===== src/rtl/acr_pkg.sv =====
package acr_pkg;
    localparam int ADDR_W = 8;
    localparam int DATA_W = 32;
    localparam int RES_W = 8;

    // register byte offsets
    localparam logic [7:0] OFS_CHAN = 8'h00;
    localparam logic [7:0] OFS_CLK = 8'h04;
    localparam logic [7:0] OFS_RES = 8'h08;
    localparam logic [7:0] OFS_REF = 8'h0c;
    localparam logic [7:0] OFS_STAT = 8'h10;

    // conv_channel_control fields
    localparam int CHAN_EN_BIT = 0;
    localparam int CHAN_GO_BIT = 1;
    localparam int CHAN_SEL_LSB = 2;
    localparam int CHAN_SEL_MSB = 5;
    // conv_clock_control fields
    localparam int CLK_SEL_LSB = 4;
    localparam int CLK_SEL_MSB = 6;
    // voltage_reference_control fields
    localparam int REF_RDY_BIT = 7;
    localparam int REF_EN_BIT = 6;
    localparam int TS_EN_BIT = 5;
    localparam int TS_RNG_BIT = 4;
    localparam int GAIN_LSB = 0;
    localparam int GAIN_MSB = 1;
    // status fields
    localparam int STAT_DONE_BIT = 0;

    // reset values
    localparam logic [3:0] CHAN_SEL_RST = 4'h0;
    localparam logic [2:0] CLK_SEL_RST = 3'h0;
    localparam logic [1:0] GAIN_RST = 2'h0;
    localparam logic [5:0] CNT_RST = 6'h00;

    // channel codes
    localparam int EXT_CHANNELS = 12;
    localparam logic [3:0] CH_EXT_LAST = 4'hb;
    localparam logic [3:0] CH_TEMP = 4'he;
    localparam logic [3:0] CH_REF = 4'hf;

    localparam logic [1:0] CLK_RC_CODE = 2'h3;
    localparam logic [1:0] GAIN_OFF = 2'h0;

    localparam logic [1:0] BOR_ALWAYS = 2'h3;
    localparam logic [1:0] BOR_NO_SLEEP = 2'h2;
    localparam logic [1:0] BOR_SOFT = 2'h1;

    localparam int CLK_NS = 25;
    localparam int REF_SETTLE_NS = 1000;
    localparam logic [5:0] REF_SETTLE_CYC =
        6'((REF_SETTLE_NS + CLK_NS - 1) / CLK_NS);

    typedef enum logic [1:0] {
        ST_IDLE = 2'h0,
        ST_CONV = 2'h1,
        ST_DONE = 2'h3
    } acr_state_t;

    function automatic logic [6:0] tad_divisor(input logic [2:0] sel);
        case (sel)
            3'h0: tad_divisor = 7'h02;
            3'h4: tad_divisor = 7'h04;
            3'h1: tad_divisor = 7'h08;
            3'h5: tad_divisor = 7'h10;
            3'h2: tad_divisor = 7'h20;
            3'h6: tad_divisor = 7'h40;
            default: tad_divisor = 7'h02;
        endcase
    endfunction

    function automatic logic [DATA_W-1:0] zext(input logic [7:0] b);
        zext = {{(DATA_W - 8){1'b0}}, b};
    endfunction
endpackage


===== src/rtl/acr_top.sv =====
// Behaviour
// [RULE1] clock select 000 /2,100 /4,001 /8,101 /16,010 /32,110 /64,x11 rc
// [RULE2] clock register bit 7 and bits 3..0 read zero, writes ignored
// [RULE3] result register holds 8-bit result, read/write, undefined at reset
// [RULE4] software waits an acquisition period after changing the channel
// [RULE5] at low supply with rc clock, software waits at least 16 us
// [RULE6] acquisition wait is 2 us plus charge plus temperature term
// [RULE7] reference ready bit read-only, one when reference output usable
// [RULE8] wide-supply parts always read reference ready as one
// [RULE9] reference bit 6 enables fixed reference, resets to zero
// [RULE10] reference bit 5 enables temperature indicator, resets to zero
// [RULE11] reference bit 4 selects temperature range, one is high range
// [RULE12] gain field bits 1..0: off, 1x, 2x, 4x reference output
// [RULE13] reference bits 3 and 2 read zero, writes ignored
// [RULE14] fixed reference can be routed to a converter input channel
// [RULE15] reference active for brown-out 11, or 10/01 with fast start
// [RULE16] setting start bit begins conversion, hardware clears it at end
// [RULE17] completion sets done flag and loads result regardless
// [RULE18] channel codes 0..11 external, 1110 temperature, 1111 reference
// [RULE19] early clear of start stores partial result, bits fill with last
// [RULE20] rc-clocked conversion events are synchronised into the bus clock
//
// Design decisions made here: the address map and register access over APB.
`timescale 1ns/10ps
module acr_top (
    input wire logic pclk,
    input wire logic presetn,
    input wire logic psel,
    input wire logic penable,
    input wire logic pwrite,
    input wire logic [7:0] paddr,
    input wire logic [31:0] pwdata,
    output logic [31:0] prdata,
    output logic pready,
    output logic pslverr,
    input wire logic rc_osc,
    input wire logic cmp_above,
    input wire logic [1:0] brownout_config,
    input wire logic brownout_fast_start,
    input wire logic wide_supply_part,
    output logic converter_enable,
    output logic conv_busy,
    output logic conv_done_flag,
    output logic [7:0] dac_trial,
    output logic [11:0] ext_chan_sel,
    output logic temp_to_adc,
    output logic ref_to_adc,
    output logic ref_active,
    output logic ref_ready,
    output logic [1:0] ref_gain_sel,
    output logic temp_sense_enable,
    output logic temp_range_sel
);
    acr_pkg::acr_state_t state_q;
    acr_pkg::acr_state_t state_d;
    logic [3:0] input_channel_sel_q;
    logic [2:0] conv_clk_sel_q;
    logic [7:0] conv_result_q;
    logic ref_enable_q;
    logic [5:0] settle_q;
    logic wr;
    logic rd;
    logic hit_chan;
    logic hit_clk;
    logic hit_res;
    logic hit_ref;
    logic hit_stat;
    logic start;
    logic abort;
    logic tad_tick;
    logic sar_complete;
    logic sar_stored;
    logic [7:0] sar_result;
    logic bor_needs_ref;
    logic go_bit;
    logic [7:0] chan_rd;
    logic [7:0] clk_rd;
    logic [7:0] ref_rd;

    assign pready = 1'b1;
    assign wr = psel & penable & pwrite;
    assign rd = psel & penable & ~pwrite;
    assign hit_chan = (paddr == acr_pkg::OFS_CHAN);
    assign hit_clk = (paddr == acr_pkg::OFS_CLK);
    assign hit_res = (paddr == acr_pkg::OFS_RES);
    assign hit_ref = (paddr == acr_pkg::OFS_REF);
    assign hit_stat = (paddr == acr_pkg::OFS_STAT);
    assign pslverr = psel & penable
        & ~(hit_chan | hit_clk | hit_res | hit_ref | hit_stat);

    assign go_bit = (state_q == acr_pkg::ST_CONV);
    // go without enable is ignored; the enable bit must be set in the same write
    assign start = wr & hit_chan & pwdata[acr_pkg::CHAN_GO_BIT]
        & pwdata[acr_pkg::CHAN_EN_BIT] & (state_q == acr_pkg::ST_IDLE);
    // clearing go, or turning the converter off, ends a conversion early
    assign abort = wr & hit_chan & go_bit
        & ~(pwdata[acr_pkg::CHAN_GO_BIT] & pwdata[acr_pkg::CHAN_EN_BIT]);

    acr_tad_gen u_tad (
        .pclk(pclk),
        .presetn(presetn),
        .run(conv_busy),
        .clk_sel(conv_clk_sel_q),
        .rc_osc(rc_osc),
        .tad_tick(tad_tick)
    );

    acr_sar u_sar (
        .pclk(pclk),
        .presetn(presetn),
        .start(start),
        .abort(abort),
        .tad_tick(tad_tick),
        .cmp_above(cmp_above),
        .busy(conv_busy),
        .complete(sar_complete),
        .stored(sar_stored),
        .result(sar_result),
        .trial(dac_trial)
    );

    always_comb
    begin
        state_d = state_q;
        unique case (state_q)
            acr_pkg::ST_IDLE:
                if (start)
                    state_d = acr_pkg::ST_CONV; // [RULE16]
            acr_pkg::ST_CONV:
                if (abort || sar_complete)
                    state_d = acr_pkg::ST_DONE; // [RULE16] [RULE20]
            acr_pkg::ST_DONE:
                if (!conv_busy)
                    state_d = acr_pkg::ST_IDLE;
            default:
                state_d = acr_pkg::ST_IDLE;
        endcase
    end

    always_ff @(posedge pclk or negedge presetn)
    begin
        if (!presetn)
            state_q <= acr_pkg::ST_IDLE;
        else
            state_q <= state_d;
    end

    always_ff @(posedge pclk or negedge presetn)
    begin
        if (!presetn)
        begin
            converter_enable <= 1'b0;
            input_channel_sel_q <= acr_pkg::CHAN_SEL_RST;
        end
        else if (wr && hit_chan)
        begin
            converter_enable <= pwdata[acr_pkg::CHAN_EN_BIT];
            input_channel_sel_q <=
                pwdata[acr_pkg::CHAN_SEL_MSB:acr_pkg::CHAN_SEL_LSB];
        end
    end

    always_ff @(posedge pclk or negedge presetn)
    begin
        if (!presetn)
            conv_clk_sel_q <= acr_pkg::CLK_SEL_RST;
        else if (wr && hit_clk)
            conv_clk_sel_q <=
                pwdata[acr_pkg::CLK_SEL_MSB:acr_pkg::CLK_SEL_LSB]; // [RULE1]
    end

    // hardware load wins over a software write in the same cycle
    always_ff @(posedge pclk)
    begin
        if (sar_stored)
            conv_result_q <= sar_result; // [RULE17] [RULE19]
        else if (wr && hit_res)
            conv_result_q <= pwdata[7:0]; // [RULE3]
    end

    always_ff @(posedge pclk or negedge presetn)
    begin
        if (!presetn)
            conv_done_flag <= 1'b0;
        else if (sar_complete)
            conv_done_flag <= 1'b1; // [RULE17]
        else if (wr && hit_stat && pwdata[acr_pkg::STAT_DONE_BIT])
            conv_done_flag <= 1'b0;
    end

    always_ff @(posedge pclk or negedge presetn)
    begin
        if (!presetn)
        begin
            ref_enable_q <= 1'b0;
            temp_sense_enable <= 1'b0;
            temp_range_sel <= 1'b0;
            ref_gain_sel <= acr_pkg::GAIN_RST;
        end
        else if (wr && hit_ref)
        begin
            ref_enable_q <= pwdata[acr_pkg::REF_EN_BIT]; // [RULE9]
            temp_sense_enable <= pwdata[acr_pkg::TS_EN_BIT]; // [RULE10]
            temp_range_sel <= pwdata[acr_pkg::TS_RNG_BIT]; // [RULE11]
            ref_gain_sel <=
                pwdata[acr_pkg::GAIN_MSB:acr_pkg::GAIN_LSB]; // [RULE12]
        end
    end

    assign bor_needs_ref = (brownout_config == acr_pkg::BOR_ALWAYS)
        | (brownout_fast_start
           & ((brownout_config == acr_pkg::BOR_NO_SLEEP)
              | (brownout_config == acr_pkg::BOR_SOFT)));
    assign ref_active = ref_enable_q | bor_needs_ref; // [RULE9] [RULE15]

    // reference needs a settling period before its output is trusted
    always_ff @(posedge pclk or negedge presetn)
    begin
        if (!presetn)
            settle_q <= acr_pkg::CNT_RST;
        else if (!ref_active)
            settle_q <= acr_pkg::CNT_RST;
        else if (settle_q != acr_pkg::REF_SETTLE_CYC)
            settle_q <= settle_q + 6'h01;
    end

    assign ref_ready = wide_supply_part // [RULE8]
        | (ref_active & (settle_q == acr_pkg::REF_SETTLE_CYC)); // [RULE7]

    always_comb
    begin
        ext_chan_sel = '0;
        if (input_channel_sel_q <= acr_pkg::CH_EXT_LAST)
            ext_chan_sel[input_channel_sel_q] = 1'b1; // [RULE18]
    end
    assign temp_to_adc = (input_channel_sel_q == acr_pkg::CH_TEMP); // [RULE18]
    assign ref_to_adc = (input_channel_sel_q == acr_pkg::CH_REF); // [RULE14]

    always_comb
    begin
        chan_rd = 8'h00;
        chan_rd[acr_pkg::CHAN_EN_BIT] = converter_enable;
        chan_rd[acr_pkg::CHAN_GO_BIT] = go_bit;
        chan_rd[acr_pkg::CHAN_SEL_MSB:acr_pkg::CHAN_SEL_LSB] =
            input_channel_sel_q;
        clk_rd = 8'h00; // [RULE2]
        clk_rd[acr_pkg::CLK_SEL_MSB:acr_pkg::CLK_SEL_LSB] = conv_clk_sel_q;
        ref_rd = 8'h00; // [RULE13]
        ref_rd[acr_pkg::REF_RDY_BIT] = ref_ready; // [RULE7]
        ref_rd[acr_pkg::REF_EN_BIT] = ref_enable_q;
        ref_rd[acr_pkg::TS_EN_BIT] = temp_sense_enable;
        ref_rd[acr_pkg::TS_RNG_BIT] = temp_range_sel;
        ref_rd[acr_pkg::GAIN_MSB:acr_pkg::GAIN_LSB] = ref_gain_sel;
    end

    always_comb
    begin
        prdata = '0;
        if (rd)
        begin
            if (hit_chan)
                prdata = acr_pkg::zext(chan_rd);
            else if (hit_clk)
                prdata = acr_pkg::zext(clk_rd);
            else if (hit_res)
                prdata = acr_pkg::zext(conv_result_q);
            else if (hit_ref)
                prdata = acr_pkg::zext(ref_rd);
            else if (hit_stat)
                prdata = acr_pkg::zext({7'h00, conv_done_flag});
        end
    end
endmodule


===== src/rtl/acr_tad_gen.sv =====
`timescale 1ns/10ps
module acr_tad_gen (
    input wire logic pclk,
    input wire logic presetn,
    input wire logic run,
    input wire logic [2:0] clk_sel,
    input wire logic rc_osc,
    output logic tad_tick
);
    logic [5:0] cnt_q;
    logic [5:0] limit;
    logic rc_meta_q;
    logic rc_sync_q;
    logic rc_prev_q;
    logic rc_mode;

    assign limit = 6'(acr_pkg::tad_divisor(clk_sel) - 7'h01);
    assign rc_mode = (clk_sel[1:0] == acr_pkg::CLK_RC_CODE);

    // rc oscillator is free running and unrelated to pclk
    always_ff @(posedge pclk or negedge presetn)
    begin
        if (!presetn)
        begin
            rc_meta_q <= 1'b0;
            rc_sync_q <= 1'b0;
            rc_prev_q <= 1'b0;
        end
        else
        begin
            rc_meta_q <= rc_osc;
            rc_sync_q <= rc_meta_q;
            rc_prev_q <= rc_sync_q;
        end
    end

    always_comb
    begin
        if (!run)
            tad_tick = 1'b0;
        else if (rc_mode)
            tad_tick = rc_sync_q & ~rc_prev_q; // [RULE1] [RULE20]
        else
            tad_tick = (cnt_q == limit); // [RULE1]
    end

    always_ff @(posedge pclk or negedge presetn)
    begin
        if (!presetn)
            cnt_q <= acr_pkg::CNT_RST;
        else if (!run || tad_tick || rc_mode)
            cnt_q <= acr_pkg::CNT_RST;
        else
            cnt_q <= cnt_q + 6'h01;
    end
endmodule


===== src/rtl/acr_sar.sv =====
`timescale 1ns/10ps
module acr_sar (
    input wire logic pclk,
    input wire logic presetn,
    input wire logic start,
    input wire logic abort,
    input wire logic tad_tick,
    input wire logic cmp_above,
    output logic busy,
    output logic complete,
    output logic stored,
    output logic [7:0] result,
    output logic [7:0] trial
);
    logic [2:0] idx_q;
    logic [7:0] bits_q;
    logic last_q;

    // bits at and below the pending index repeat the last decided bit
    function automatic logic [7:0] fill(input logic [7:0] b,
                                        input logic [2:0] idx,
                                        input logic l);
        logic [7:0] r;
        r = b;
        for (int i = 0; i < 8; i++)
            if (3'(i) <= idx)
                r[i] = l;
        fill = r;
    endfunction

    assign trial = bits_q | (8'h01 << idx_q);

    always_ff @(posedge pclk or negedge presetn)
    begin
        if (!presetn)
        begin
            busy <= 1'b0;
            complete <= 1'b0;
            stored <= 1'b0;
            idx_q <= 3'h7;
            bits_q <= 8'h00;
            last_q <= 1'b0;
        end
        else
        begin
            complete <= 1'b0;
            stored <= 1'b0;
            if (start && !busy)
            begin
                busy <= 1'b1;
                idx_q <= 3'h7;
                bits_q <= 8'h00;
                last_q <= 1'b0;
            end
            else if (busy && abort)
            begin
                busy <= 1'b0;
                stored <= 1'b1;
            end
            else if (busy && tad_tick)
            begin
                bits_q[idx_q] <= cmp_above;
                last_q <= cmp_above;
                if (idx_q == 3'h0)
                begin
                    busy <= 1'b0;
                    complete <= 1'b1;
                    stored <= 1'b1;
                end
                else
                    idx_q <= idx_q - 3'h1;
            end
        end
    end

    // no reset: result content is undefined until first conversion
    always_ff @(posedge pclk)
    begin
        if (busy && abort)
            result <= fill(bits_q, idx_q, last_q); // [RULE19]
        else if (busy && tad_tick && idx_q == 3'h0)
            result <= {bits_q[7:1], cmp_above};
    end
endmodule


===== config.mk =====
export PLATFORM = sky130hd
export DESIGN_NAME = acr_top
export DESIGN_NICKNAME = d
export VERILOG_FILES = /design/src/rtl/acr_pkg.sv /design/src/rtl/acr_top.sv /design/src/rtl/acr_tad_gen.sv /design/src/rtl/acr_sar.sv
export SDC_FILE = /design/constraint.sdc
export NUM_CORES = 1
export LEC_CHECK = 0
export ABC_AREA = 1
export ABC_CLOCK_PERIOD_IN_PS = 2700
export BUFFER_PORTS_ARGS = -buffer_cell sky130_fd_sc_hd__buf_2
export CORE_UTILIZATION = 35
export DETAILED_ROUTE_END_ITERATION = 7
export PLACE_DENSITY_LB_ADDON = 0.1
export SLEW_MARGIN = 20
export SYNTH_ARGS = -nofsm -noshare
export SYNTH_HDL_FRONTEND = slang
export SYNTH_SLANG_ARGS = --single-unit

===== constraint.sdc =====
create_clock -name pclk -period 2.7 [get_ports pclk]
set_clock_uncertainty 0.2 [all_clocks]
set_input_delay 0.27 -clock pclk [delete_from_list [all_inputs] [get_ports pclk]]
set_output_delay 0.27 -clock pclk [all_outputs]
set_load 0.05 [all_outputs]

==> impl_metrics.tcl <==
set metrics [dict create \
    via_count 3370 \
    clock_root_buffer_master "clkbuf_8" \
    power.ir.vdd_worst_mv 0.2438 \
    timing.reg2reg.setup_slack_ns 0.31 \
    htreeDepth 3 \
    design.final.nets 654 \
    critical_path_arrival_ns 1.99 \
    critical_path.reg2reg.endpoint "u_sar.result[2]" \
    finalSetupViolCount 0 \
    synth_async_sr_flop_share_pct 74.19 \
    critical-path-max-stage-delay_ns 0.40 \
    synth.yosys.seq_area_share_pct 41.85 \
    fmax_mhz 405.9 \
    hold_path_class "in -> reg" \
    floorplan.die_area_um2 11590 \
    sw_frac_of_total_pct 29.10 \
    hold_viol_final 0 \
    rsz_0062_raised_after_global_routing "false" \
    worst_setup_hold_path_clk_slew_ns 0.07 \
    cts_tree "yes" \
    yosys.cell_types.count 43 \
    initial_drc_count 164 \
    static-leakage-power_nw 2.289 \
    die_h_um 107.7 \
    yosys-mux-area-fraction_pct 0.2882 \
    floorplan.rows 38 \
    drt-pass1-iter-count 4 \
    insertion_delay_ns 0.35 \
    ff_latch_count_synth 62 \
    power_frac_comb_pct 11.9 \
    detail_placement_hpwl_um 7016 \
    globalRouteTotalUtil_pct 17.13 \
    grt_max_degree 19 \
    timing.critical_path.required_ns 2.23 \
    post-route-period-util_pct 91.25 \
    clockBufferDepth 2 \
    fill_cells 1110 \
    insertedDiodeCount 0 \
    synth_compound_gate_area_share_pct 9.446 \
    final_antenna_net_count 0 \
    setup_total_negative_slack_ns 0 \
    xor_xnor_fraction_of_synth_area_pct 1.345 \
    number_of_enable_type_register_cells_in_the_synthesized_netlist 16 \
    cap_viol_max_count 0 \
    post_route_cells_drive_above_1_share_pct 20.03 \
    path_class "reg -> out" \
    finalWeightedCongestion 0.7722 \
    postRouteWirelength_um 9285 \
    dominant_combinational_cell_family_by_area_after_synthesis "simple AND/OR/NAND/NOR gates" \
    finalCriticalPeriod_ns 2.464 \
    timing.reg2reg.worst_path_depth 12 \
    ys_dominant_reg_cell "dfrtp_1" \
    routedWlPerCell_um 12.65 \
    timing.critical_path.from_type "register" \
    flow.area_growth_from_synthesis_pct 17.29 \
    netlist_instances 509 \
    critPathSlowestCell "dfrtp_1" \
    ports_placed_on_the_boundary 116 \
    sequentialPowerShare_pct 48.3 \
    synth_warnings 0 \
    grt_pass1_vias 3079 \
    cellPowerDensity_nw_per_um2 447.0 \
    pwr-share-clk_pct 39.8 \
    grt_overflow_total 0 \
    switchingPower_mw 0.5963 \
    starting_density_of_the_core_pct 36.05 \
    type_of_element_capturing_the_critical_path "output port" \
    place.port_buffers 66 \
    grt_antenna_before_repair 0 \
    numClockSinks 62 \
    power_report.internal_total_mw 1.453 \
    worst_hold_stages 2 \
    cts_setup_buffers 0 \
    critical-path-top-cell-by-count "nand2_1" \
    detail_route.vias_per_cell 4.591 \
    yosys.area_share.simple_pct 29.39 \
    whs_endpoint "conv_result_q[7]" \
    outcome "complete, no violations" \
    cts-buffers-inserted 9 \
    total_power_mw 2.049 \
    synthAdderAreaFrac_pct 4.483 \
    r2r_start "conv_clk_sel_q[0]" \
    postSynthAreaPerCell_um2 7.677 \
    cp_cell_sequence "inv_1, ha_1, nand2_1, nor4_2, nand2_1, nand2_1, inv_1, o21ai_2, buf_2" \
    finalMaxSlewViolations 0 \
    die_w_um 107.7 \
    mappedNetlistArea_um2 3907 \
    design.core.area_um2 10840 \
    max-slew-margin-rel_pct 64.44 \
    worstHoldStart "pwdata[7]" \
    grt_first_pass_wirelength_um 15310 \
    worst_margin_pin_slew_ns 0.5317 \
    timing.critical_path.fanout_max 5 \
    drc_errors 0 \
]
worst max-delay path by stage:
stage	start	to	slack, ns	cells after the start
after floorplan	brownout_config[0]	prdata[7]	0.02	7
after global placement	conv_clk_sel_q[0]	u_sar.result[2]	0.36	11
after detailed placement	conv_clk_sel_q[0]	u_sar.result[7]	0.31	12
after CTS	settle_q[0]	prdata[7]	0.09	9
after global routing	settle_q[0]	prdata[7]	0.003	9
final	settle_q[0]	prdata[7]	0.24	9
metrics by stage:
| stage | setup slack (ns) | cells | area [um^2] | hold slack (ns) | utilization (%) |
|---|---|---|---|---|---|
| 4_1_cts | 0.09205 | 734 | 4577 | 0.01616 | 42.22 |
| 3_5_place_dp | 0.3098 | 714 | 4347 | 0.03853 | 40.10 |
| 5_1_grt | 0.002761 | 734 | 4583 | 0.01997 | 42.28 |
| 3_3_place_gp | 0.3624 | 714 | 4347 | 0.03058 | 40.10 |
| 2_1_floorplan | 0.01635 | 532 | 4004 | -0.2256 | - |
| 6_report | 0.2362 | 734 | 4583 | 0.02704 | 42.28 |
area by class of cell:
class,count,area [um^2],area share (%)
clock inverters,6,62.56,1.365
flip-flops and latches,62,1635,35.68
multi-input cells,363,1867,40.73
clock buffers,10,127.6,2.785
well taps,140,175.2,3.822
inverters,74,277.8,6.061
repair buffers,79,437.9,9.555
per-layer routing:
layer	up-vias	routed length, um	GRT usage [%]
met2	103	4178	26.65
met1	1507	4464	23.72
met4	0	154	6.751
met3	13	488	2.663
li1	1747	-	-
met5	-	0	0
cell usage after synthesis (2+ instances only):
library cell    n  share of area, %
ha_1           14               4.5
buf_4          25               4.8
clkbuf_1        3              0.29
a31oi_1         3              0.48
nand4_1         7               1.1
a22oi_1         2              0.38
conb_1          2              0.19
o21bai_1        4              0.77
inv_1          72               6.9
inv_2           2              0.19
nor2_4          3              0.86
dfrtp_1        43                28
nor3_1          8               1.0
o21ai_0        34               4.4
xnor2_1         2              0.45
nand2_2         4              0.64
a21oi_1        18               2.3
nor4_1          2              0.32
dfstp_2         3               2.0
nand3_1        39               5.0
xor2_1          4              0.90
nor2_1         44               4.2
nand2_1       131                13
nand3_2         3              0.77
buf_2           4              0.51
edfxtp_1       16                12
kinds of logic after synthesis:
kind of cell,after synthesis
AND/OR/NAND/NOR,251
other,2
flip-flops,62
AO/OA/AOI/OAI,66
multiplexers,1
XOR/XNOR,6
adder cells (fa/ha/maj),14
buffers and inverters,107
state kept, by name, indices dropped and copies added, names as in the netlist:
register,count
u_sar.idx_q,3
u_tad.rc_meta_q,1
ref_gain_sel,2
u_sar.busy,1
conv_done_flag,1
state_q,2
conv_clk_sel_q,3
u_sar.complete,1
u_sar.result,8
input_channel_sel_q,4
u_sar.bits_q,8
settle_q,6
temp_range_sel,1
u_sar.last_q,1
conv_result_q,8
ref_enable_q,1
u_tad.rc_sync_q,1
u_tad.rc_prev_q,1
u_sar.stored,1
converter_enable,1
u_tad.cnt_q,6
temp_sense_enable,1
worst max-delay path, delay by kind of cell, from the launching register on:
family	cells	cell delay, ns
compound gates	1	0.14
buf+inv	3	0.44
flops	1	0.40
fa+ha+maj	1	0.15
simple gates	4	0.53
cell usage in the layout (no fill, tap or decap), types with 4 or more instances in the layout:
cell and n:
a21oi_1 18, buf_2 66, buf_4 9, clkbuf_8 9, conb_1 25, dfrtp_1 43, dlygate4sd3_1 4, edfxtp_1 16
ha_1 14, inv_1 72, nand2_1 131, nand2_2 4, nand3_1 39, nand4_1 7, nor2_1 44, nor3_1 8
o21ai_0 33, o21bai_1 4, xor2_1 4
power by group through the flow:
stage	clock [mW]	sequential [mW]	combinational [mW]
after floorplan	0	1.01	0.199
after global placement	0	1.01	0.239
after detailed placement	0	1.01	0.241
after CTS	0.838	0.989	0.246
after global routing	0.881	0.992	0.268
final	0.816	0.989	0.243
what timing repair did:
| item | CTS | global route |
|---|---|---|
| hold buffers | 4 | 0 |
| endpoints found under the hold margin | 19 | 0 |
| resized for setup | 0 | 1 |
| setup endpoints to repair | 0 | 1 |
Note: power is estimated with default switching activity, not from simulation.
